$ cat src/rtl/lane_pkg.sv
// Purpose: shared constants for the serial lane control block
// Assumes: 32-bit APB register words, byte offsets
// Notes: register offsets and field layouts of the lane configuration
package lane_pkg;
	localparam int ADDR_W = 8;
	localparam int DATA_W = 32;
	localparam int INT_W = 10;
	localparam int STEP_W = 12;
	localparam int ACC_W = 12;

	// register byte offsets
	localparam logic [ADDR_W-1:0] LOOP_CFG_OFS = 8'h00;
	localparam logic [ADDR_W-1:0] RATE_CFG_OFS = 8'h04;
	localparam logic [ADDR_W-1:0] BUF_CFG_OFS = 8'h08;
	localparam logic [ADDR_W-1:0] TAP_CFG_OFS = 8'h0C;
	localparam logic [ADDR_W-1:0] MISC_CFG_OFS = 8'h10;
	localparam logic [ADDR_W-1:0] LOOP_STAT_OFS = 8'h14;
	localparam logic [ADDR_W-1:0] TAP_STAT_OFS = 8'h18;

	// loop_cfg fields
	localparam int LIMIT_LSB = 0;
	localparam int TCONST_LSB = 4;
	localparam int BW_LSB = 8;
	localparam int DLOCK_BIT = 12;
	// rate_cfg fields
	localparam int HALF_RATE_SEL_BIT = 0;
	localparam int QUARTER_RATE_SEL_BIT = 1;
	localparam int FLOOP_BIT = 2;
	localparam int ALIGN_BIT = 3;
	localparam int OSPD_BIT = 4;
	localparam int PDSEL_LSB = 8;
	// buf_cfg fields
	localparam int FXMODE_BIT = 0;
	localparam int OFFS_BIT = 1;
	localparam int LOWSUP_BIT = 2;
	localparam int SKEW_BIT = 3;
	// tap_cfg fields
	localparam int PREC_LSB = 0;
	localparam int POST0_LSB = 8;
	localparam int POST1_LSB = 16;
	localparam int POL_BIT = 21;
	localparam int LEV_LSB = 24;
	// misc_cfg fields
	localparam int TXLPI_BIT = 0;
	localparam int RXLPI_BIT = 1;
	localparam int TXINV_BIT = 2;
	localparam int RXINV_BIT = 3;
	// loop_stat fields
	localparam int STEP_LSB = 16;
	// tap_stat fields
	localparam int C1_LSB = 0;
	localparam int C1POL_BIT = 6;
	localparam int K_LSB = 8;

	// reset values
	localparam logic [2:0] LIMIT_RST = 3'h3;
	localparam logic [2:0] TCONST_RST = 3'h5;
	localparam logic [2:0] BW_RST = 3'h4;
	localparam logic [1:0] PDSEL_RST = 2'h0;
	localparam logic POL_RST = 1'b1;
	localparam logic OFFS_RST = 1'b1;
	localparam logic LOWSUP_RST = 1'b0;

	// coefficient arithmetic
	localparam logic [6:0] CENTRE_BASE = 7'h40;
	localparam logic [6:0] AMP_BASE = 7'h40;
	localparam logic [7:0] PROP_MAX = 8'h80;
	localparam logic [STEP_W-1:0] DLOCK_OFS = 12'h001;
endpackage : lane_pkg

$ cat src/rtl/phase_regulator.sv
// Purpose: proportional-plus-integral phase loop of the receive clock recovery
// Assumes: early/late votes already synchronised, one per cycle at most
// Notes: integrator limit is always held below the proportional step
`timescale 1ns/100ps
module phase_regulator import lane_pkg::*; (
	input wire logic clk, // lane clock
	input wire logic rst_n, // async reset, active low
	input wire logic early, // sample point early
	input wire logic late, // sample point late
	input wire logic [2:0] limit_cfg, // integrator limit exponent
	input wire logic [2:0] time_const, // integrator time constant
	input wire logic [2:0] bandwidth, // proportional bandwidth setting
	input wire logic dlock_ena, // deadlock protection
	output logic signed [INT_W-1:0] integ, // integrator value
	output logic signed [STEP_W-1:0] step // phase correction
);
	logic signed [ACC_W-1:0] acc_r, acc_nxt;
	logic signed [INT_W-1:0] integ_r, integ_nxt;
	logic signed [STEP_W-1:0] step_r, step_nxt;
	logic [3:0] shift;
	logic signed [ACC_W-1:0] thr;
	logic signed [STEP_W-1:0] prop;
	logic signed [INT_W-1:0] lim;

	always_comb begin
		// integration rate follows 2^(time_const+1-bw), clamped at one vote
		shift = ({1'b0, time_const} + 4'h1 > {1'b0, bandwidth}) ?
			4'({1'b0, time_const} + 4'h1 - {1'b0, bandwidth}) : 4'h0;
		thr = ACC_W'(1) <<< shift;
		prop = STEP_W'(PROP_MAX >> bandwidth);
		lim = INT_W'(1) <<< limit_cfg;
		if (STEP_W'(lim) >= prop)
			lim = INT_W'(prop - STEP_W'(1));
		acc_nxt = acc_r + (late ? ACC_W'(1) : ACC_W'(0)) - (early ? ACC_W'(1) : ACC_W'(0));
		integ_nxt = integ_r;
		if (acc_nxt >= thr) begin
			acc_nxt = '0;
			if (integ_r < lim)
				integ_nxt = integ_r + INT_W'(1);
		end else if (acc_nxt <= -thr) begin
			acc_nxt = '0;
			if (integ_r > -lim)
				integ_nxt = integ_r - INT_W'(1);
		end
		if (integ_nxt > lim)
			integ_nxt = lim;
		else if (integ_nxt < -lim)
			integ_nxt = -lim;
		step_nxt = STEP_W'(integ_r);
		if (late && !early)
			step_nxt = step_nxt + prop;
		else if (early && !late)
			step_nxt = step_nxt - prop;
		if (dlock_ena)
			step_nxt = step_nxt + DLOCK_OFS;
	end

	always_ff @(posedge clk or negedge rst_n) begin
		if (!rst_n) begin
			acc_r <= '0;
			integ_r <= '0;
			step_r <= '0;
		end else begin
			acc_r <= acc_nxt;
			integ_r <= integ_nxt;
			step_r <= step_nxt;
		end
	end

	assign integ = integ_r;
	assign step = step_r;
endmodule : phase_regulator

$ cat src/rtl/tap_encoder.sv
// Purpose: derives centre tap and amplitude coefficient of the output driver
// Assumes: tap fields are sign-magnitude with polarity in the top bit
// Notes: purely combinational, follows the held fields at once
`timescale 1ns/100ps
module tap_encoder import lane_pkg::*; (
	input wire logic [4:0] pre_cursor, // pre-cursor tap
	input wire logic [5:0] first_post, // first post-cursor tap
	input wire logic [4:0] second_post, // second post-cursor tap
	input wire logic [5:0] level, // amplitude level
	output logic [5:0] c1_mag, // centre tap magnitude
	output logic [6:0] amp_k // amplitude coefficient
);
	logic [6:0] sum;
	logic [6:0] diff;

	always_comb begin
		sum = 7'(pre_cursor[3:0]) + 7'(first_post[4:0]) + 7'(second_post[3:0]);
		diff = CENTRE_BASE - sum;
		// 64 itself does not fit six bits, saturate instead of wrapping to zero
		c1_mag = diff[6] ? 6'h3F : diff[5:0];
		amp_k = AMP_BASE + 7'(level);
	end
endmodule : tap_encoder

$ cat src/rtl/lane_ctrl.sv
// Purpose: digital control and configuration of one multi-rate serial lane
// Assumes: single clock pclk, APB register access, analog votes arrive async
// Notes: all outputs registered; registers hold until software rewrites them
//
// Local design decisions: the APB slave port and the placing of the registers.
`timescale 1ns/100ps
module lane_ctrl import lane_pkg::*; #(
	parameter int DW = 10 // parallel data width
) (
	input wire logic pclk, // clock, 10 MHz
	input wire logic presetn, // async reset, active low
	input wire logic [ADDR_W-1:0] paddr, // APB address
	input wire logic psel, // APB select
	input wire logic penable, // APB enable
	input wire logic pwrite, // APB write
	input wire logic [DATA_W-1:0] pwdata, // APB write data
	output logic [DATA_W-1:0] prdata, // APB read data
	output logic pready, // APB ready
	output logic pslverr, // APB error, unmapped address
	input wire logic rx_early, // analog sampler early vote
	input wire logic rx_late, // analog sampler late vote
	input wire logic [DW-1:0] tx_data_in, // transmit word from PCS
	input wire logic [DW-1:0] rx_data_in, // receive word from deserializer
	input wire logic pcs_tx_active, // PCS wants output buffer on
	input wire logic pcs_rx_active, // PCS wants input buffer on
	output logic [DW-1:0] tx_data_out, // transmit word to serializer
	output logic [DW-1:0] rx_data_out, // receive word to PCS
	output logic [STEP_W-1:0] phase_step, // phase correction to interpolator
	output logic ser_align, // serializer phase alignment active
	output logic fx_mode, // input buffer 100BASE-FX mode
	output logic offset_comp, // input offset compensation enable
	output logic low_supply, // output buffer 1.0 V mode
	output logic ospd_ena, // oversampling detector enable
	output logic [1:0] pd_select, // phase detector select
	output logic [4:0] c0, // pre-cursor coefficient
	output logic [5:0] c1, // centre tap magnitude
	output logic c1_pol, // centre tap polarity
	output logic [5:0] c2, // first post-cursor coefficient
	output logic [4:0] c3, // second post-cursor coefficient
	output logic [6:0] amp_k, // amplitude coefficient
	output logic skew_ena, // effective skew adjustment
	output logic ob_active, // output buffer active
	output logic ib_active // input buffer active
);
	// configuration fields
	logic [2:0] integrator_limit_cfg_r, integrator_limit_cfg_nxt;
	logic [2:0] integrator_time_const_r, integrator_time_const_nxt;
	logic [2:0] prop_loop_bandwidth_r, prop_loop_bandwidth_nxt;
	logic deadlock_protect_cfg_r, deadlock_protect_cfg_nxt;
	logic half_rate_sel_r, half_rate_sel_nxt;
	logic quarter_rate_sel_r, quarter_rate_sel_nxt;
	logic floop_ena_r, floop_ena_nxt;
	logic tx_phase_align_ena_r, tx_phase_align_ena_nxt;
	logic oversample_detector_ena_r, oversample_detector_ena_nxt;
	logic [1:0] phase_detector_select_r, phase_detector_select_nxt;
	logic rx_buffer_fx_mode_r, rx_buffer_fx_mode_nxt;
	logic rx_offset_comp_ena_r, rx_offset_comp_ena_nxt;
	logic tx_low_supply_mode_r, tx_low_supply_mode_nxt;
	logic tx_skew_adjust_r, tx_skew_adjust_nxt;
	logic [4:0] tap_pre_cursor_r, tap_pre_cursor_nxt;
	logic [5:0] tap_first_post_r, tap_first_post_nxt;
	logic [4:0] tap_second_post_r, tap_second_post_nxt;
	logic centre_tap_polarity_r, centre_tap_polarity_nxt;
	logic [5:0] tx_amplitude_level_r, tx_amplitude_level_nxt;
	logic tx_low_power_idle_ena_r, tx_low_power_idle_ena_nxt;
	logic rx_low_power_idle_ena_r, rx_low_power_idle_ena_nxt;
	logic tx_invert_ena_r, tx_invert_ena_nxt;
	logic rx_invert_ena_r, rx_invert_ena_nxt;
	// bus answer
	logic [DATA_W-1:0] prdata_r, prdata_nxt;
	logic pready_r, pready_nxt;
	logic pslverr_r, pslverr_nxt;
	// vote synchronisers
	logic [1:0] early_sync_r, late_sync_r;
	// registered outputs
	logic [DW-1:0] tx_data_r, tx_data_nxt;
	logic [DW-1:0] rx_data_r, rx_data_nxt;
	logic ser_align_r, ser_align_nxt;
	logic [5:0] c1_r, c1_nxt;
	logic [6:0] amp_k_r, amp_k_nxt;
	logic skew_ena_r, skew_ena_nxt;
	logic ob_active_r, ob_active_nxt;
	logic ib_active_r, ib_active_nxt;
	// derived values
	logic signed [INT_W-1:0] integ;
	logic signed [STEP_W-1:0] step;
	logic [5:0] c1_mag;
	logic [6:0] k_val;
	logic setup;
	logic lpi_handover;

	phase_regulator u_phase_regulator (
		.clk(pclk),
		.rst_n(presetn),
		.early(early_sync_r[1]),
		.late(late_sync_r[1]),
		.limit_cfg(integrator_limit_cfg_r),
		.time_const(integrator_time_const_r),
		.bandwidth(prop_loop_bandwidth_r),
		.dlock_ena(deadlock_protect_cfg_r),
		.integ(integ),
		.step(step)
	);

	tap_encoder u_tap_encoder (
		.pre_cursor(tap_pre_cursor_r),
		.first_post(tap_first_post_r),
		.second_post(tap_second_post_r),
		.level(tx_amplitude_level_r),
		.c1_mag(c1_mag),
		.amp_k(k_val)
	);

	// register writes, taken in the setup cycle, answered one cycle later
	always_comb begin
		setup = psel && !penable;
		integrator_limit_cfg_nxt = integrator_limit_cfg_r;
		integrator_time_const_nxt = integrator_time_const_r;
		prop_loop_bandwidth_nxt = prop_loop_bandwidth_r;
		deadlock_protect_cfg_nxt = deadlock_protect_cfg_r;
		half_rate_sel_nxt = half_rate_sel_r;
		quarter_rate_sel_nxt = quarter_rate_sel_r;
		floop_ena_nxt = floop_ena_r;
		tx_phase_align_ena_nxt = tx_phase_align_ena_r;
		oversample_detector_ena_nxt = oversample_detector_ena_r;
		phase_detector_select_nxt = phase_detector_select_r;
		rx_buffer_fx_mode_nxt = rx_buffer_fx_mode_r;
		rx_offset_comp_ena_nxt = rx_offset_comp_ena_r;
		tx_low_supply_mode_nxt = tx_low_supply_mode_r;
		tx_skew_adjust_nxt = tx_skew_adjust_r;
		tap_pre_cursor_nxt = tap_pre_cursor_r;
		tap_first_post_nxt = tap_first_post_r;
		tap_second_post_nxt = tap_second_post_r;
		centre_tap_polarity_nxt = centre_tap_polarity_r;
		tx_amplitude_level_nxt = tx_amplitude_level_r;
		tx_low_power_idle_ena_nxt = tx_low_power_idle_ena_r;
		rx_low_power_idle_ena_nxt = rx_low_power_idle_ena_r;
		tx_invert_ena_nxt = tx_invert_ena_r;
		rx_invert_ena_nxt = rx_invert_ena_r;
		prdata_nxt = '0;
		pready_nxt = setup;
		pslverr_nxt = 1'b0;
		if (setup) begin
			unique case (paddr)
				LOOP_CFG_OFS: begin
					if (pwrite) begin
						integrator_limit_cfg_nxt = pwdata[LIMIT_LSB +: 3];
						integrator_time_const_nxt = pwdata[TCONST_LSB +: 3];
						prop_loop_bandwidth_nxt = pwdata[BW_LSB +: 3];
						deadlock_protect_cfg_nxt = pwdata[DLOCK_BIT];
					end
					prdata_nxt[LIMIT_LSB +: 3] = integrator_limit_cfg_r;
					prdata_nxt[TCONST_LSB +: 3] = integrator_time_const_r;
					prdata_nxt[BW_LSB +: 3] = prop_loop_bandwidth_r;
					prdata_nxt[DLOCK_BIT] = deadlock_protect_cfg_r;
				end
				RATE_CFG_OFS: begin
					if (pwrite) begin
						half_rate_sel_nxt = pwdata[HALF_RATE_SEL_BIT];
						quarter_rate_sel_nxt = pwdata[QUARTER_RATE_SEL_BIT];
						floop_ena_nxt = pwdata[FLOOP_BIT];
						tx_phase_align_ena_nxt = pwdata[ALIGN_BIT];
						oversample_detector_ena_nxt = pwdata[OSPD_BIT];
						phase_detector_select_nxt = pwdata[PDSEL_LSB +: 2];
					end
					prdata_nxt[HALF_RATE_SEL_BIT] = half_rate_sel_r;
					prdata_nxt[QUARTER_RATE_SEL_BIT] = quarter_rate_sel_r;
					prdata_nxt[FLOOP_BIT] = floop_ena_r;
					prdata_nxt[ALIGN_BIT] = tx_phase_align_ena_r;
					prdata_nxt[OSPD_BIT] = oversample_detector_ena_r;
					prdata_nxt[PDSEL_LSB +: 2] = phase_detector_select_r;
				end
				BUF_CFG_OFS: begin
					if (pwrite) begin
						rx_buffer_fx_mode_nxt = pwdata[FXMODE_BIT];
						rx_offset_comp_ena_nxt = pwdata[OFFS_BIT];
						tx_low_supply_mode_nxt = pwdata[LOWSUP_BIT];
						tx_skew_adjust_nxt = pwdata[SKEW_BIT];
					end
					prdata_nxt[FXMODE_BIT] = rx_buffer_fx_mode_r;
					prdata_nxt[OFFS_BIT] = rx_offset_comp_ena_r;
					prdata_nxt[LOWSUP_BIT] = tx_low_supply_mode_r;
					prdata_nxt[SKEW_BIT] = tx_skew_adjust_r;
				end
				TAP_CFG_OFS: begin
					if (pwrite) begin
						tap_pre_cursor_nxt = pwdata[PREC_LSB +: 5];
						tap_first_post_nxt = pwdata[POST0_LSB +: 6];
						tap_second_post_nxt = pwdata[POST1_LSB +: 5];
						centre_tap_polarity_nxt = pwdata[POL_BIT];
						tx_amplitude_level_nxt = pwdata[LEV_LSB +: 6];
					end
					prdata_nxt[PREC_LSB +: 5] = tap_pre_cursor_r;
					prdata_nxt[POST0_LSB +: 6] = tap_first_post_r;
					prdata_nxt[POST1_LSB +: 5] = tap_second_post_r;
					prdata_nxt[POL_BIT] = centre_tap_polarity_r;
					prdata_nxt[LEV_LSB +: 6] = tx_amplitude_level_r;
				end
				MISC_CFG_OFS: begin
					if (pwrite) begin
						tx_low_power_idle_ena_nxt = pwdata[TXLPI_BIT];
						rx_low_power_idle_ena_nxt = pwdata[RXLPI_BIT];
						tx_invert_ena_nxt = pwdata[TXINV_BIT];
						rx_invert_ena_nxt = pwdata[RXINV_BIT];
					end
					prdata_nxt[TXLPI_BIT] = tx_low_power_idle_ena_r;
					prdata_nxt[RXLPI_BIT] = rx_low_power_idle_ena_r;
					prdata_nxt[TXINV_BIT] = tx_invert_ena_r;
					prdata_nxt[RXINV_BIT] = rx_invert_ena_r;
				end
				LOOP_STAT_OFS: begin
					// read-only view of the loop; writes are ignored
					prdata_nxt[INT_W-1:0] = integ;
					prdata_nxt[STEP_LSB +: STEP_W] = step;
				end
				TAP_STAT_OFS: begin
					prdata_nxt[C1_LSB +: 6] = c1_r;
					prdata_nxt[C1POL_BIT] = centre_tap_polarity_r;
					prdata_nxt[K_LSB +: 7] = amp_k_r;
				end
				default: pslverr_nxt = 1'b1;
			endcase
		end
	end

	always_ff @(posedge pclk or negedge presetn) begin
		if (!presetn) begin
			integrator_limit_cfg_r <= LIMIT_RST;
			integrator_time_const_r <= TCONST_RST;
			prop_loop_bandwidth_r <= BW_RST;
			deadlock_protect_cfg_r <= 1'b0;
			half_rate_sel_r <= 1'b0;
			quarter_rate_sel_r <= 1'b0;
			floop_ena_r <= 1'b0;
			tx_phase_align_ena_r <= 1'b0;
			oversample_detector_ena_r <= 1'b0;
			phase_detector_select_r <= PDSEL_RST;
			rx_buffer_fx_mode_r <= 1'b0;
			rx_offset_comp_ena_r <= OFFS_RST;
			tx_low_supply_mode_r <= LOWSUP_RST;
			tx_skew_adjust_r <= 1'b0;
			tap_pre_cursor_r <= '0;
			tap_first_post_r <= '0;
			tap_second_post_r <= '0;
			centre_tap_polarity_r <= POL_RST;
			tx_amplitude_level_r <= '0;
			tx_low_power_idle_ena_r <= 1'b0;
			rx_low_power_idle_ena_r <= 1'b0;
			tx_invert_ena_r <= 1'b0;
			rx_invert_ena_r <= 1'b0;
			prdata_r <= '0;
			pready_r <= 1'b0;
			pslverr_r <= 1'b0;
		end else begin
			integrator_limit_cfg_r <= integrator_limit_cfg_nxt;
			integrator_time_const_r <= integrator_time_const_nxt;
			prop_loop_bandwidth_r <= prop_loop_bandwidth_nxt;
			deadlock_protect_cfg_r <= deadlock_protect_cfg_nxt;
			half_rate_sel_r <= half_rate_sel_nxt;
			quarter_rate_sel_r <= quarter_rate_sel_nxt;
			floop_ena_r <= floop_ena_nxt;
			tx_phase_align_ena_r <= tx_phase_align_ena_nxt;
			oversample_detector_ena_r <= oversample_detector_ena_nxt;
			phase_detector_select_r <= phase_detector_select_nxt;
			rx_buffer_fx_mode_r <= rx_buffer_fx_mode_nxt;
			rx_offset_comp_ena_r <= rx_offset_comp_ena_nxt;
			tx_low_supply_mode_r <= tx_low_supply_mode_nxt;
			tx_skew_adjust_r <= tx_skew_adjust_nxt;
			tap_pre_cursor_r <= tap_pre_cursor_nxt;
			tap_first_post_r <= tap_first_post_nxt;
			tap_second_post_r <= tap_second_post_nxt;
			centre_tap_polarity_r <= centre_tap_polarity_nxt;
			tx_amplitude_level_r <= tx_amplitude_level_nxt;
			tx_low_power_idle_ena_r <= tx_low_power_idle_ena_nxt;
			rx_low_power_idle_ena_r <= rx_low_power_idle_ena_nxt;
			tx_invert_ena_r <= tx_invert_ena_nxt;
			rx_invert_ena_r <= rx_invert_ena_nxt;
			prdata_r <= prdata_nxt;
			pready_r <= pready_nxt;
			pslverr_r <= pslverr_nxt;
		end
	end

	// datapath and buffer control, one cycle behind the held fields
	always_comb begin
		lpi_handover = tx_low_power_idle_ena_r && rx_low_power_idle_ena_r;
		tx_data_nxt = tx_invert_ena_r ? ~tx_data_in : tx_data_in;
		rx_data_nxt = rx_invert_ena_r ? ~rx_data_in : rx_data_in;
		ser_align_nxt = tx_phase_align_ena_r && floop_ena_r;
		c1_nxt = c1_mag;
		amp_k_nxt = k_val;
		// 1 Gbps is the quarter-rate setting; no skew in any other mode
		skew_ena_nxt = tx_skew_adjust_r && quarter_rate_sel_r && !half_rate_sel_r;
		ob_active_nxt = lpi_handover ? pcs_tx_active : 1'b1;
		ib_active_nxt = lpi_handover ? pcs_rx_active : 1'b1;
	end

	always_ff @(posedge pclk or negedge presetn) begin
		if (!presetn) begin
			early_sync_r <= '0;
			late_sync_r <= '0;
			tx_data_r <= '0;
			rx_data_r <= '0;
			ser_align_r <= 1'b0;
			c1_r <= '0;
			amp_k_r <= AMP_BASE;
			skew_ena_r <= 1'b0;
			ob_active_r <= 1'b1;
			ib_active_r <= 1'b1;
		end else begin
			early_sync_r <= {early_sync_r[0], rx_early};
			late_sync_r <= {late_sync_r[0], rx_late};
			tx_data_r <= tx_data_nxt;
			rx_data_r <= rx_data_nxt;
			ser_align_r <= ser_align_nxt;
			c1_r <= c1_nxt;
			amp_k_r <= amp_k_nxt;
			skew_ena_r <= skew_ena_nxt;
			ob_active_r <= ob_active_nxt;
			ib_active_r <= ib_active_nxt;
		end
	end

	assign prdata = prdata_r;
	assign pready = pready_r;
	assign pslverr = pslverr_r;
	assign tx_data_out = tx_data_r;
	assign rx_data_out = rx_data_r;
	assign phase_step = step;
	assign ser_align = ser_align_r;
	assign fx_mode = rx_buffer_fx_mode_r;
	assign offset_comp = rx_offset_comp_ena_r;
	assign low_supply = tx_low_supply_mode_r;
	assign ospd_ena = oversample_detector_ena_r;
	assign pd_select = phase_detector_select_r;
	assign c0 = tap_pre_cursor_r;
	assign c1 = c1_r;
	assign c1_pol = centre_tap_polarity_r;
	assign c2 = tap_first_post_r;
	assign c3 = tap_second_post_r;
	assign amp_k = amp_k_r;
	assign skew_ena = skew_ena_r;
	assign ob_active = ob_active_r;
	assign ib_active = ib_active_r;
endmodule : lane_ctrl

$ cat config.mk
export PLATFORM = sky130hd
export DESIGN_NAME = lane_ctrl
export DESIGN_NICKNAME = d
export VERILOG_FILES = /design/src/rtl/lane_pkg.sv /design/src/rtl/phase_regulator.sv /design/src/rtl/tap_encoder.sv /design/src/rtl/lane_ctrl.sv
export SDC_FILE = /design/constraint.sdc
export NUM_CORES = 1
export LEC_CHECK = 0
export BUFFER_PORTS_ARGS = -buffer_cell sky130_fd_sc_hd__buf_2
export CAP_MARGIN = 20
export CORE_MARGIN = 2
export CORE_UTILIZATION = 58
export DETAILED_ROUTE_END_ITERATION = 6
export MAX_ROUTING_LAYER = met4
export PLACE_DENSITY = 0.78
export SYNTH_ARGS = -nofsm -noshare
export SYNTH_HDL_FRONTEND = slang
export SYNTH_HIERARCHICAL = 1
export SYNTH_SLANG_ARGS = --single-unit
$ cat constraint.sdc
create_clock -name pclk -period 9.6 [get_ports pclk]
set_clock_uncertainty 0.15 [all_clocks]
set_input_delay 0.96 -clock pclk [delete_from_list [all_inputs] [get_ports pclk]]
set_output_delay 0.96 -clock pclk [all_outputs]
set_load 0.03 [all_outputs]
After elaboration in Yosys (flattened, before gate mapping)
Cells that the tools add are included.
{"block": "word_totals", "elab_cells": 131, "input_bits": 69, "ff_bits": 154, "output_inout_bits": 106}
{"block": "op_classes", "n_bitwise": 2, "shift": 3, "n_lt_le_gt_ge": 8, "n_eq_ne": 6, "mux": 39, "reduce_logical": 18, "add_sub_neg": 16}
{"op": "two-way mux 10 bit", "count": 9}
{"op": "two-way mux 12 bit", "count": 5}
{"op": "== test 8 x 5 -> 1 bit, second input constant", "count": 3}
{"op": "one-hot mux 3 bit (7 select lines)", "count": 1}
{"op": "> comparator 10 bit", "count": 2}
{"op": "less-than comparator 10 bit", "count": 2}
{"op": "inverter 10 bit", "count": 2}
{"op": "subtractor 10 x 2 -> 10 bit, second input constant", "count": 2}
{"op": "== test 8 x 4 -> 1 bit, second input constant", "count": 2}
{"op": "two-way mux 15 bit", "count": 1}
{"op": "AND reduction 3 bit", "count": 5}
{"op": "two-way mux 14 bit", "count": 1}
{"op": "adder 10 x 12 -> 12 bit", "count": 1}
{"op": "adder 12 x 1 -> 12 bit, second input constant", "count": 1}
{"op": "adder 12 bit", "count": 1}
{"op": "greater-or-equal comparator 10 x 12 -> 1 bit", "count": 1}
{"op": "greater-or-equal comparator 12 bit", "count": 1}
{"op": "less-or-equal comparator 12 bit", "count": 1}
{"op": "negation 12 bit", "count": 1}
{"op": "one-hot mux 6 bit (2 select lines)", "count": 1}
{"op": ">> shifter 8 x 3 -> 12 bit, first input constant", "count": 1}
{"op": "<<< shifter 2 x 4 -> 12 bit, first input constant", "count": 1}
{"op": "subtractor 10 x 12 -> 12 bit", "count": 1}
{"op": "subtractor 12 bit", "count": 1}
{"op": "other kinds (26)", "count": 45}

Longest topological paths before layout
Gate-level depths: netlist of run 1.
{"block": "depth", "word_depth": 11, "ltp_mapped": 44, "mapped_depth_nobuf": 41}

Hierarchy
Netlist of run 1, hierarchy kept.
{"module": "phase_regulator", "n_inst": 1, "cells_per_inst": 768, "area_per_inst_um2": 5984.5, "seq_area_each_um2": 850.8}
{"module": "lane_ctrl", "n_inst": 1, "cells_per_inst": 331, "area_per_inst_um2": 4682.0, "seq_area_each_um2": 3015.4}
{"module": "tap_encoder", "n_inst": 1, "cells_per_inst": 56, "area_per_inst_um2": 445.4, "seq_area_each_um2": 0.0}

Worst setup path before layout of run 1
No wires, ideal clock.
{"block": "synth_path", "path_kind": "reg2reg", "start": "register integrator_time_const_r[0]", "end": "register u_phase_regulator.integ_r[6] (netlist: u_phase_regulator/integ[6])", "synth_period_minus_slack_ps": 7894, "arrival_time_ps": 7623, "setup_time_ps": 120, "slack_ps": 1706, "required_ps": 9330, "stages_incl_launch_ff": 43, "cell_sequence": "dfstp_2 -> ha_1 -> xor2_1 -> ha_1 -> nand3_1 -> nand4_1 -> o21ai_0 -> a22oi_1 -> clkinv_1 -> nor2_1 -> inv_1 -> a21oi_1 -> inv_1 -> ha_1 -> buf_1 -> nor2_1 -> and3_1 -> a31oi_1 -> [... 7 more ...] -> a31oi_1 -> a21boi_2 -> buf_4 -> a21oi_1 -> xnor2_1 -> ha_1 -> a21o_1 -> a21o_1 -> a21oi_1 -> and2_1 -> nor2_1 -> a21oi_1 -> or2_2 -> o311ai_1 -> o221ai_1 -> nand2_2 -> or4_1 -> o211a_1"}
{"block": "synth_between", "elab_chain_len": 11, "elab_cells_between_ends": 14, "cone_classes": "3 x add/sub; 5 x order compare; 1 x shift; 5 x mux"}
{"element": "start, declared", "line_no": "lane_ctrl.sv:47", "source": "logic [2:0] integrator_time_const_r, integrator_time_const_nxt;"}
{"element": "start signal, assigned", "line_no": "lane_ctrl.sv:256", "source": "integrator_time_const_r <= integrator_time_const_nxt;"}
{"element": "adder 3 x 1 -> 4 bit *", "line_no": "phase_regulator.sv:27, phase_regulator.sv:28"}
{"element": "subtractor 4 x 3 -> 4 bit / > comparator 4 x 3 -> 1 bit (equally long branches)", "line_no": "phase_regulator.sv:28, phase_regulator.sv:27"}
{"element": "two-way mux 4 bit *", "line_no": "phase_regulator.sv:27", "source": "shift = ({1'b0, time_const} + 4'h1 > {1'b0, bandwidth}) ?"}
{"element": "<<< shifter 2 x 4 -> 12 bit *", "line_no": "phase_regulator.sv:29", "source": "thr = ACC_W'(1) <<< shift;"}
{"element": "negation 12 bit", "line_no": "phase_regulator.sv:40", "source": "end else if (acc_nxt <= -thr) begin"}
{"element": "less-or-equal comparator 12 bit", "line_no": "phase_regulator.sv:40"}
{"element": "two-way mux 10 bit", "line_no": "phase_regulator.sv:40"}
{"element": "two-way mux 10 bit *", "line_no": "phase_regulator.sv:36", "source": "if (acc_nxt >= thr) begin"}
{"element": "less-than comparator 10 bit", "line_no": "phase_regulator.sv:47", "source": "else if (integ_nxt < -lim)"}
{"element": "two-way mux 10 bit", "line_no": "phase_regulator.sv:47"}
{"element": "two-way mux 10 bit *", "line_no": "phase_regulator.sv:45", "source": "if (integ_nxt > lim)"}
{"element": "via u_phase_regulator.integ_nxt[6]", "line_no": "phase_regulator.sv:18", "source": "logic signed [INT_W-1:0] integ_r, integ_nxt;"}
{"element": "end signal, assigned", "line_no": "phase_regulator.sv:65", "source": "integ_r <= integ_nxt;"}
{"element": "end, declared", "line_no": "phase_regulator.sv:18"}
The timed path passes the listed nets; every way through them passes the cells marked *.
A chain may end at the register's enable or synchronous reset.

Final worst setup path of run 1
{"block": "layout_path", "start": "register integrator_time_const_r[0]", "end": "register u_phase_regulator.integ_r[3] (netlist: u_phase_regulator/integ[3])"}
The elaborated chain is that of the path after synthesis.

==> results of run 1 <==
[timing repair]
item,4_1_cts,5_1_grt
setup endpoints to repair,0,10
hold buffers,0,0
resized for setup,0,2
[worst max-delay path by stage]
stage                               startpoint  cells after the start                          to
floorplan           integrator_time_const_r[0]                     42  u_phase_regulator/integ[6]
global placement    integrator_time_const_r[0]                     41  u_phase_regulator/integ[2]
detailed placement  integrator_time_const_r[0]                     42  u_phase_regulator/integ[3]
CTS                 integrator_time_const_r[0]                     42  u_phase_regulator/integ[3]
global route        integrator_time_const_r[0]                     42  u_phase_regulator/integ[3]
finish              integrator_time_const_r[0]                     42  u_phase_regulator/integ[3]
[per-layer routing]
layer / part of all wire, % / global-route usage (%) / vias up
met4: 2.5 / 10.1 / 0
met1: 43 / 41.4 / 4702
met3: 7.2 / 5.22 / 71
met2: 47 / 47.9 / 449
met5: 0 / - / -
li1: - / - / 4514
[power by group]
part	internal (mW)	switching (mW)	leakage [nW]
Sequential	0.719	0.142	1.97
Combinational	0.648	1.02	3.90
Clock	0.378	0.318	0.303
[sequential cells by signal (all words and copies together), names as in the netlist, 3 cells and up]
register	cells
c3	5
prdata	29
u_phase_regulator/integ	10
c2	6
tx_amplitude_level_r	6
u_phase_regulator/acc_r	12
integrator_limit_cfg_r	3
c1	6
integrator_time_const_r	3
rx_data_out	10
prop_loop_bandwidth_r	3
tx_data_out	10
amp_k	7
u_phase_regulator/step	12
c0	5
[logic make-up after synthesis]
kind of cell               synth area share, %
AOI/OAI and AO/OA                         19.1
xor gates and xnor gates                  4.88
adders and majority gates                 13.1
buffers and inverters                     5.24
DFF                                       34.8
muxes                                     6.89
other                                    0.101
and+or+nand+nor                           15.9
[cell usage after synthesis (5+ instances only)]
library cell  instances  area [µm²]
nand2_1              57         214
a21o_1               19         143
nor4_1               11        68.8
buf_1                 5        18.8
fa_1                  8         160
or3_1                10        62.6
o21bai_1             15         113
o22ai_1              14        87.6
a21oi_1              60         300
nand2b_1             13        81.3
a221oi_1              8        70.1
o211ai_1              8        60.1
o21ai_0              33         165
a22o_1                8        70.1
dfstp_2              10         263
nor3_1               14        70.1
o21ai_1               7        35.0
mux2i_1              11         110
and4_1                5        43.8
buf_2                13        65.1
nor2b_1              17         106
a31oi_1              14        87.6
xnor2_1              29         254
a22oi_1              28         210
nand4_1              13        81.3
mux2_2               50         563
o2111a_1              8        90.1
dfrtp_1             144        3600
ha_1                100        1250
a211oi_1             16         120
buf_4                14         105
and2_1               12        75.1
clkbuf_1             23        86.3
and3_1               25         156
nor2_1               90         338
inv_1                77         289
nand3_1              25         125
xor2_1               31         272
o21a_1                9        67.6
o2111ai_1             6        52.6
[cell type report]
| class | instances | share of cell area, % |
|---|---|---|
| sequential | 154 | 30.3 |
| clock inverter | 15 | 1.55 |
| clock buffer | 17 | 3.33 |
| multi-input combinational | 870 | 52.5 |
| timing repair buffer | 181 | 7.64 |
| tap | 234 | 2.29 |
| inverter | 81 | 2.40 |
[metrics by stage]
| step | power (mW) | util [%] | cells | worst slack (ns) | hold slack (ns) |
|---|---|---|---|---|---|
| 6_report | 3.22 | 68.0 | 1552 | 0.653 | 0.202 |
| 5_1_grt | 3.43 | 68.0 | 1552 | 0.0300 | 0.222 |
| 4_1_cts | 3.19 | 67.8 | 1551 | 0.559 | 0.202 |
| 3_5_place_dp | 2.49 | 64.4 | 1519 | 0.634 | 0.186 |
| 3_3_place_gp | 2.44 | 64.4 | 1519 | 0.874 | 0.185 |
| 2_1_floorplan | 2.04 | - | 1160 | 1.71 | 0.181 |
[worst register-to-register path, delay by kind of cell, from the launching register on]
family / cells / cell delay (ns)
adder cells (fa/ha/maj): 5 / 1.34
buffers and inverters: 4 / 0.68
XOR/XNOR: 2 / 0.29
AND/OR/NAND/NOR: 13 / 2.47
flip-flops: 1 / 0.59
AO/OA/AOI/OAI: 18 / 3.30
==> results.json, run 1 <==
{
  "status": "finished clean",
  "hpwl_um": 22900,
  "antenna_found_initial": 0,
  "cts_max_level": 4,
  "seq_area_frac_synth_pct": 34.8,
  "finish.net_count": 1482,
  "dr.first_iter.drc_count": 939,
  "routed-via-count": 9736,
  "wl_um": 30700,
  "drv_cap": 0,
  "cp_max_fo": 10,
  "cts_setup_buffers": 0,
  "fin_area_um2": 12800,
  "max_stage_delay_ns": 0.59,
  "chipWidth_um": 142,
  "layout-drive-gt1-share_pct": 23.9,
  "min_from": "early_sync_r[0]",
  "mostFrequentLayoutCell": "buf_2",
  "wl_per_cell_um": 19.8,
  "vias_per_cell": 6.27,
  "min_period_ns": 8.95,
  "crit_family": "compound AO/OA/AOI/OAI gates",
  "hold_viol_final": 0,
  "drt.antenna.violating_nets": 0,
  "die_area_um2": 20300,
  "avgSynthCellArea_um2": 9.62,
  "power_leakage_nw": 6.17,
  "cts_buffer_depth": 2,
  "endpoint_kind": "register",
  "yosysUniqueCellTypes": 101,
  "min_path_cells": 0,
  "multi_input_comb_area_um2": 6700,
  "rows": 50,
  "final-seq-area_um2": 3870,
  "ys_warn_count": 6,
  "rr_startpoint": "integrator_time_const_r[0]",
  "r2r_slack_ns": 0.65,
  "critPathBufInv": 4,
  "clock-sinks": 154,
  "ff2ff_path_depth": 42,
  "holdPathEnd": "early_sync_r[1]",
  "postPlaceCellArea_um2": 12100,
  "cts_tree": "yes",
  "coreArea_um2": 18800,
  "cts_made_buffers": 17,
  "ys.flop_type": "dfrtp_1",
  "overflow": 0,
  "cp-start-kind": "register",
  "grt_max_degree": 83,
  "critPathRequiredTime_ns": 9.77,
  "netlist_area_um2": 11100,
  "relSlewSlack_pct": 33.7,
  "synth_edf_count": 0,
  "clk_pin_slew_ns": 0.07,
  "power_density_nw_per_um2": 253,
  "worstReg2RegEnd": "u_phase_regulator/integ[3]",
  "chipHeight_um": 142,
  "min_period_over_period_pct": 93.2,
  "crit_slowest_cell": "dfstp_2",
  "gp_congestion": 0.962,
  "start_util_pct": 59.2,
  "final_cell_mix": "buf_2, dfrtp_1, ha_1, nor2_1, inv_1",
  "clockRootBuffer": "clkbuf_16",
  "path_class": "reg -> reg",
  "syn-instance-count": 1155,
  "ys_ff_latch": 154,
  "io_pins": 175,
  "worst_pin_slew_ns": 0.987,
  "async_reset_ff_share_pct": 100,
  "grt_first_pass_wirelength_um": 47900,
  "setup_tns_ns": 0,
  "area_delta_synth_final_pct": 14.8,
  "drcViolationCount": 0,
  "grt_pass1_vias": 9169,
  "setup_viol": 0,
  "critPathArrivalTime_ns": 9.11,
  "rsz0062_at_grt": "false",
  "fillers": 1452,
  "crit_top_cell": "ha_1",
  "grt_usage_pct": 30.8,
  "fmax_mhz": 112,
  "hp-class": "reg -> reg",
  "first_pass_iters": 5,
  "slew_viol_final": 0,
  "ir_worst_vdd_mv": 0.140,
  "antenna_cells": 0,
  "port_buffers": 164,
  "clock_latency_ns": 0.43
}
Power figures use the tool's default switching activity.
==> run 2, diff against run 1 <==
Settings changed: CTS_BUF_LIST from default to sky130_fd_sc_hd__clkbuf_16, PLACE_DENSITY 0.78 to 0.8, SLEW_MARGIN from default to 20.
==> run 2 against run 1 <==
- combinational power is essentially flat
- total power shrank 1.9%
- cell count shrank 0.19%
- largest power group unchanged
==> results.json, run 2 (synthesized netlist as in run 1, its figures left out) <==
{
  "drt.antenna.violating_nets": 0,
  "cts_buffer_depth": 2,
  "status": "finished clean",
  "seqPwrFrac_pct": 26.9,
  "crit_top_cell": "ha_1",
  "rsz0062_at_grt": "false",
  "mostFrequentLayoutCell": "buf_2",
  "hold_viol_final": 0,
  "chipWidth_um": 142,
  "worst_pin_slew_ns": 0.933,
  "rows": 50,
  "chipHeight_um": 142,
  "gp_congestion": 1.01,
  "clock_latency_ns": 0.43,
  "routed-via-count": 9753,
  "min_period_ns": 8.87,
  "finish.net_count": 1479,
  "wl_per_cell_um": 19.7,
  "drcViolationCount": 0,
  "io_pins": 175,
  "max_stage_delay_ns": 0.59,
  "grt_max_degree": 87,
  "antenna_cells": 0,
  "antenna_found_initial": 0,
  "clockRootBuffer": "clkbuf_16",
  "p_comb_share_pct": 52.8,
  "overflow": 0,
  "switching_share_pct": 46.2,
  "p_int_mw": 1.70,
  "largest_reg_flops": 29,
  "hpwl_um": 22700,
  "start_util_pct": 59.2,
  "fillers": 1450,
  "vias_per_cell": 6.30,
  "critPathArrivalTime_ns": 9.03,
  "grt_first_pass_wirelength_um": 47900,
  "die_area_um2": 20300,
  "cts_tree": "yes",
  "final_cell_mix": "buf_2, dfrtp_1, ha_1, nor2_1, inv_1",
  "min_period_over_period_pct": 92.4,
  "cts_made_buffers": 17,
  "critPathRequiredTime_ns": 9.76,
  "cp-start-kind": "register",
  "cp_max_fo": 15,
  "power.share.clock_pct": 20.3,
  "endpoint_kind": "register",
  "cts_max_level": 4,
  "hold_slack_ns": 0.201,
  "area_delta_synth_final_pct": 13.9,
  "coreArea_um2": 18800,
  "crit_slowest_cell": "dfstp_2",
  "first_pass_iters": 5,
  "wl_um": 30400,
  "setup_tns_ns": 0,
  "slew_viol_final": 0,
  "ir_worst_vdd_mv": 0.182,
  "layout-drive-gt1-share_pct": 23.8,
  "path_class": "reg -> reg",
  "p_switching_mw": 1.46,
  "grt_pass1_vias": 9282,
  "fmax_mhz": 113,
  "setup_viol": 0,
  "cts_setup_buffers": 0,
  "power_density_nw_per_um2": 250,
  "clk_pin_slew_ns": 0.07,
  "drv_cap": 0,
  "relSlewSlack_pct": 37.2,
  "grt_usage_pct": 30.9,
  "power_leakage_nw": 6.12,
  "clock-sinks": 154,
  "hp-class": "reg -> reg",
  "port_buffers": 164,
  "dr.first_iter.drc_count": 859
}
-- run 2: what timing repair did --
action | 4_1_cts | 5_1_grt
hold buffers | 0 | 0
endpoints found under the setup margin | 0 | 7
resized for setup | 0 | 3
-- run 2: through the flow --
stage               std cells  setup slack (ns)  power, mW  utilization (%)  instance area (µm²)
finish                   1549             0.726       3.16             67.4                12700
global route             1549            0.0191       3.38             67.4                12700
CTS                      1549             0.570       3.13             67.4                12600
detailed placement       1517             0.633       2.48             64.4                12100
global placement         1517             0.771       2.43             64.4                12100
floorplan                1160              1.71       2.04                -                11100
-- run 2: cell type report --
class | count | area, µm² | area share [%]
inverters | 81 | 307 | 2.42
clock inverters | 15 | 138 | 1.09
clock buffers | 17 | 425 | 3.36
flip-flops and latches | 154 | 3870 | 30.5
well taps | 234 | 293 | 2.31
multi-input cells | 870 | 6700 | 52.9
repair buffers | 178 | 932 | 7.36
-- run 2: path summary, 6_finish.rpt --
| path | endpoint | from | cells after the start | slack (ns) |
|---|---|---|---|---|
| max | u_phase_regulator/integ[6] | integrator_time_const_r[0] | 42 | 0.73 |
| min | late_sync_r[1] | late_sync_r[0] | 0 | 0.20 |
| max reg2reg | u_phase_regulator/integ[6] | integrator_time_const_r[0] | 42 | 0.73 |
| min reg2reg | late_sync_r[1] | late_sync_r[0] | 0 | 0.20 |
| max in group asynchronous | c0[0] | presetn | 2 | 7.52 |
| min in group asynchronous | tx_data_out[2] | presetn | 1 | 0.43 |
-- run 2: metal layers --
layer  up-vias  GRT usage [%]  routed length (µm)
met4         0           11.8                1030
met2       432           49.1               14500
li1       4515              -                   -
met1      4725           40.0               12900
met3        81           5.28                2010
met5         -              -                   0
-- run 2: power by group through the flow --
stage          clock network [mW]  registers (mW)  logic, mW
3_3_place_gp                    0           0.854       1.58
2_1_floorplan                   0           0.859       1.18
6_report                    0.643           0.849       1.67
3_5_place_dp                    0           0.855       1.62
4_1_cts                     0.655           0.844       1.64
5_1_grt                     0.682           0.854       1.85
-- run 2: worst max-delay path: cells and delay by family (launching register included) --
family                     cells  cell delay [ns]
buffers and inverters          5             0.82
and+or+nand+nor               11             2.01
xor gates and xnor gates       2             0.29
DFF                            1             0.59
AOI/OAI and AO/OA             19             3.47
adders and majority gates      5             1.39
==> run 3, diff against run 2 <==
==> constraint.sdc (replaced) <==
create_clock -name pclk -period 9.6 [get_ports pclk]
set_clock_uncertainty 0.15 [all_clocks]
set_input_delay 1.92 -clock pclk [delete_from_list [all_inputs] [get_ports pclk]]
set_output_delay 1.92 -clock pclk [all_outputs]
set_load 0.03 [all_outputs]
==> run 3 against run 2 <==
- cell count increased by 0.19%
- design area increased by 0.43%
- hold slack improved by 0.0031 ns
- critical path depth decreased by 2
- register-to-register slack about the same
==> results.json, run 3 (synthesized netlist as in run 1, its figures left out) <==
{
  "min_period_ns": 8.87,
  "switching_share_pct": 46.2,
  "grt_pass1_vias": 8959,
  "rsz0062_at_grt": "false",
  "ff2ff_path_depth": 40,
  "grt_first_pass_wirelength_um": 47300,
  "overflow": 0,
  "area_delta_synth_final_pct": 14.4,
  "min_from": "early_sync_r[0]",
  "chipHeight_um": 142,
  "port_buffers": 164,
  "coreArea_um2": 18800,
  "grtUsageMet1_pct": 41.0,
  "grt_usage_pct": 30.6,
  "routed-via-count": 9589,
  "clk_pin_slew_ns": 0.08,
  "use_met2_pct": 48.8,
  "fin_util_pct": 67.7,
  "antenna_found_initial": 0,
  "cp_max_fo": 9,
  "first_pass_iters": 5,
  "clock_latency_ns": 0.44,
  "worstReg2RegEnd": "u_phase_regulator/integ[6]",
  "critPathArrivalTime_ns": 9.04,
  "relSlewSlack_pct": 45.4,
  "power_density_nw_per_um2": 252,
  "setup_tns_ns": 0,
  "r2r_slack_ns": 0.73,
  "cts_max_level": 4,
  "chipWidth_um": 142,
  "hpwl_um": 22800,
  "grt_max_degree": 91,
  "layout-drive-gt1-share_pct": 23.8,
  "max_stage_delay_ns": 0.60,
  "critPathRequiredTime_ns": 9.77,
  "path_class": "reg -> reg",
  "hp-class": "reg -> reg",
  "ir_worst_vdd_mv": 0.231,
  "slew_viol_final": 0,
  "cts_buffer_depth": 2,
  "io_pins": 175,
  "min_path_cells": 0,
  "drv_cap": 0,
  "top_usage_layer": "met2",
  "p_comb_share_pct": 52.6,
  "clockRootBuffer": "clkbuf_16",
  "power_leakage_nw": 6.15,
  "clock-sinks": 154,
  "crit_slowest_cell": "dfstp_2",
  "status": "finished clean",
  "cp-start-kind": "register",
  "finish.net_count": 1481,
  "ctsHoldBuffers": 0,
  "grtUsageMet3_pct": 4.61,
  "start_util_pct": 59.2,
  "die_area_um2": 20300,
  "wl_per_cell_um": 19.6,
  "rows": 50,
  "largest_reg_flops": 29,
  "gp_congestion": 0.962,
  "crit_top_cell": "ha_1",
  "vias_per_cell": 6.18,
  "wl_um": 30400,
  "holdPathEnd": "early_sync_r[1]",
  "cts_tree": "yes",
  "final_cell_mix": "buf_2, dfrtp_1, ha_1, nor2_1, inv_1",
  "worst_pin_slew_ns": 0.820,
  "drcViolationCount": 0,
  "dr.first_iter.drc_count": 874,
  "cts_made_buffers": 17,
  "endpoint_kind": "register",
  "min_period_over_period_pct": 92.3,
  "p_int_mw": 1.72,
  "fmax_mhz": 113,
  "mostFrequentLayoutCell": "buf_2",
  "hold_viol_final": 0,
  "seqPwrFrac_pct": 26.3,
  "rr_startpoint": "integrator_time_const_r[0]",
  "p_switching_mw": 1.48,
  "setup_viol": 0,
  "drt.antenna.violating_nets": 0,
  "power.share.clock_pct": 21.2,
  "hold_slack_ns": 0.204
}
[run 3: cell count changes in the layout (fill, tap and decap cells not counted), moves of 2 or more]
cell | previous run | this run
inv_6 | 3 | 1
clkinvlp_4 | 2 | 0
buf_4 | 14 | 16
clkinv_8 | 1 | 4
[run 3: worst max-delay path by stage]
stage                                           from                          to  slack (ns)  cells after the start
after floorplan           integrator_time_const_r[0]  u_phase_regulator/integ[6]        1.71                     42
after global placement    integrator_time_const_r[0]  u_phase_regulator/integ[6]        0.90                     41
after detailed placement  integrator_time_const_r[0]  u_phase_regulator/integ[6]        0.81                     41
after CTS                 integrator_time_const_r[0]  u_phase_regulator/integ[6]        0.74                     41
after global routing      integrator_time_const_r[0]  u_phase_regulator/integ[0]        0.09                     40
final                     integrator_time_const_r[0]  u_phase_regulator/integ[6]        0.73                     40
[run 3: layout make-up]
class | count | area [µm²]
antenna | 1 | 2.50
clock buffer | 17 | 425
clock inverter | 15 | 176
fill | 1488 | 6060
inverter | 81 | 307
multi-input combinational | 870 | 6700
sequential | 154 | 3870
tap | 234 | 293
timing repair buffer | 180 | 947
[run 3: power groups by stage]
stage	Clock, mW	Sequential, mW	Combinational [mW]
after floorplan	0	0.859	1.18
after global placement	0	0.847	1.60
after detailed placement	0	0.849	1.63
after CTS	0.687	0.838	1.64
after global routing	0.719	0.847	1.85
final	0.678	0.841	1.68
[run 3: critical path: cells and delay by family, from the launching register on]
kind / cells / cell delay (ns)
AOI/OAI and AO/OA: 16 / 2.84
and+or+nand+nor: 12 / 2.58
adders and majority gates: 5 / 1.36
buffers and inverters: 5 / 0.72
DFF: 1 / 0.60
xor gates and xnor gates: 2 / 0.48
[run 3: per-stage QoR]
stage | cells | setup slack (ns) | area (µm²) | power [mW]
after floorplan | 1160 | 1.71 | 11100 | 2.04
after global placement | 1519 | 0.897 | 12100 | 2.44
after detailed placement | 1519 | 0.805 | 12100 | 2.48
after CTS | 1551 | 0.739 | 12700 | 3.17
after global routing | 1551 | 0.0942 | 12700 | 3.42
final | 1552 | 0.735 | 12700 | 3.20
[run 3: timing repair]
| item | CTS | global route |
|---|---|---|
| gates resized for setup | 0 | 2 |
| buffers inserted | 0 | 0 |
| setup endpoints to repair | 0 | 6 |
[run 3: layer usage]
metal  vias up  part of all wire (%)
met5         -                     0
met4         0                   1.9
met3        53                   7.4
met2       392                    48
met1      4626                    43
li1       4518                     -
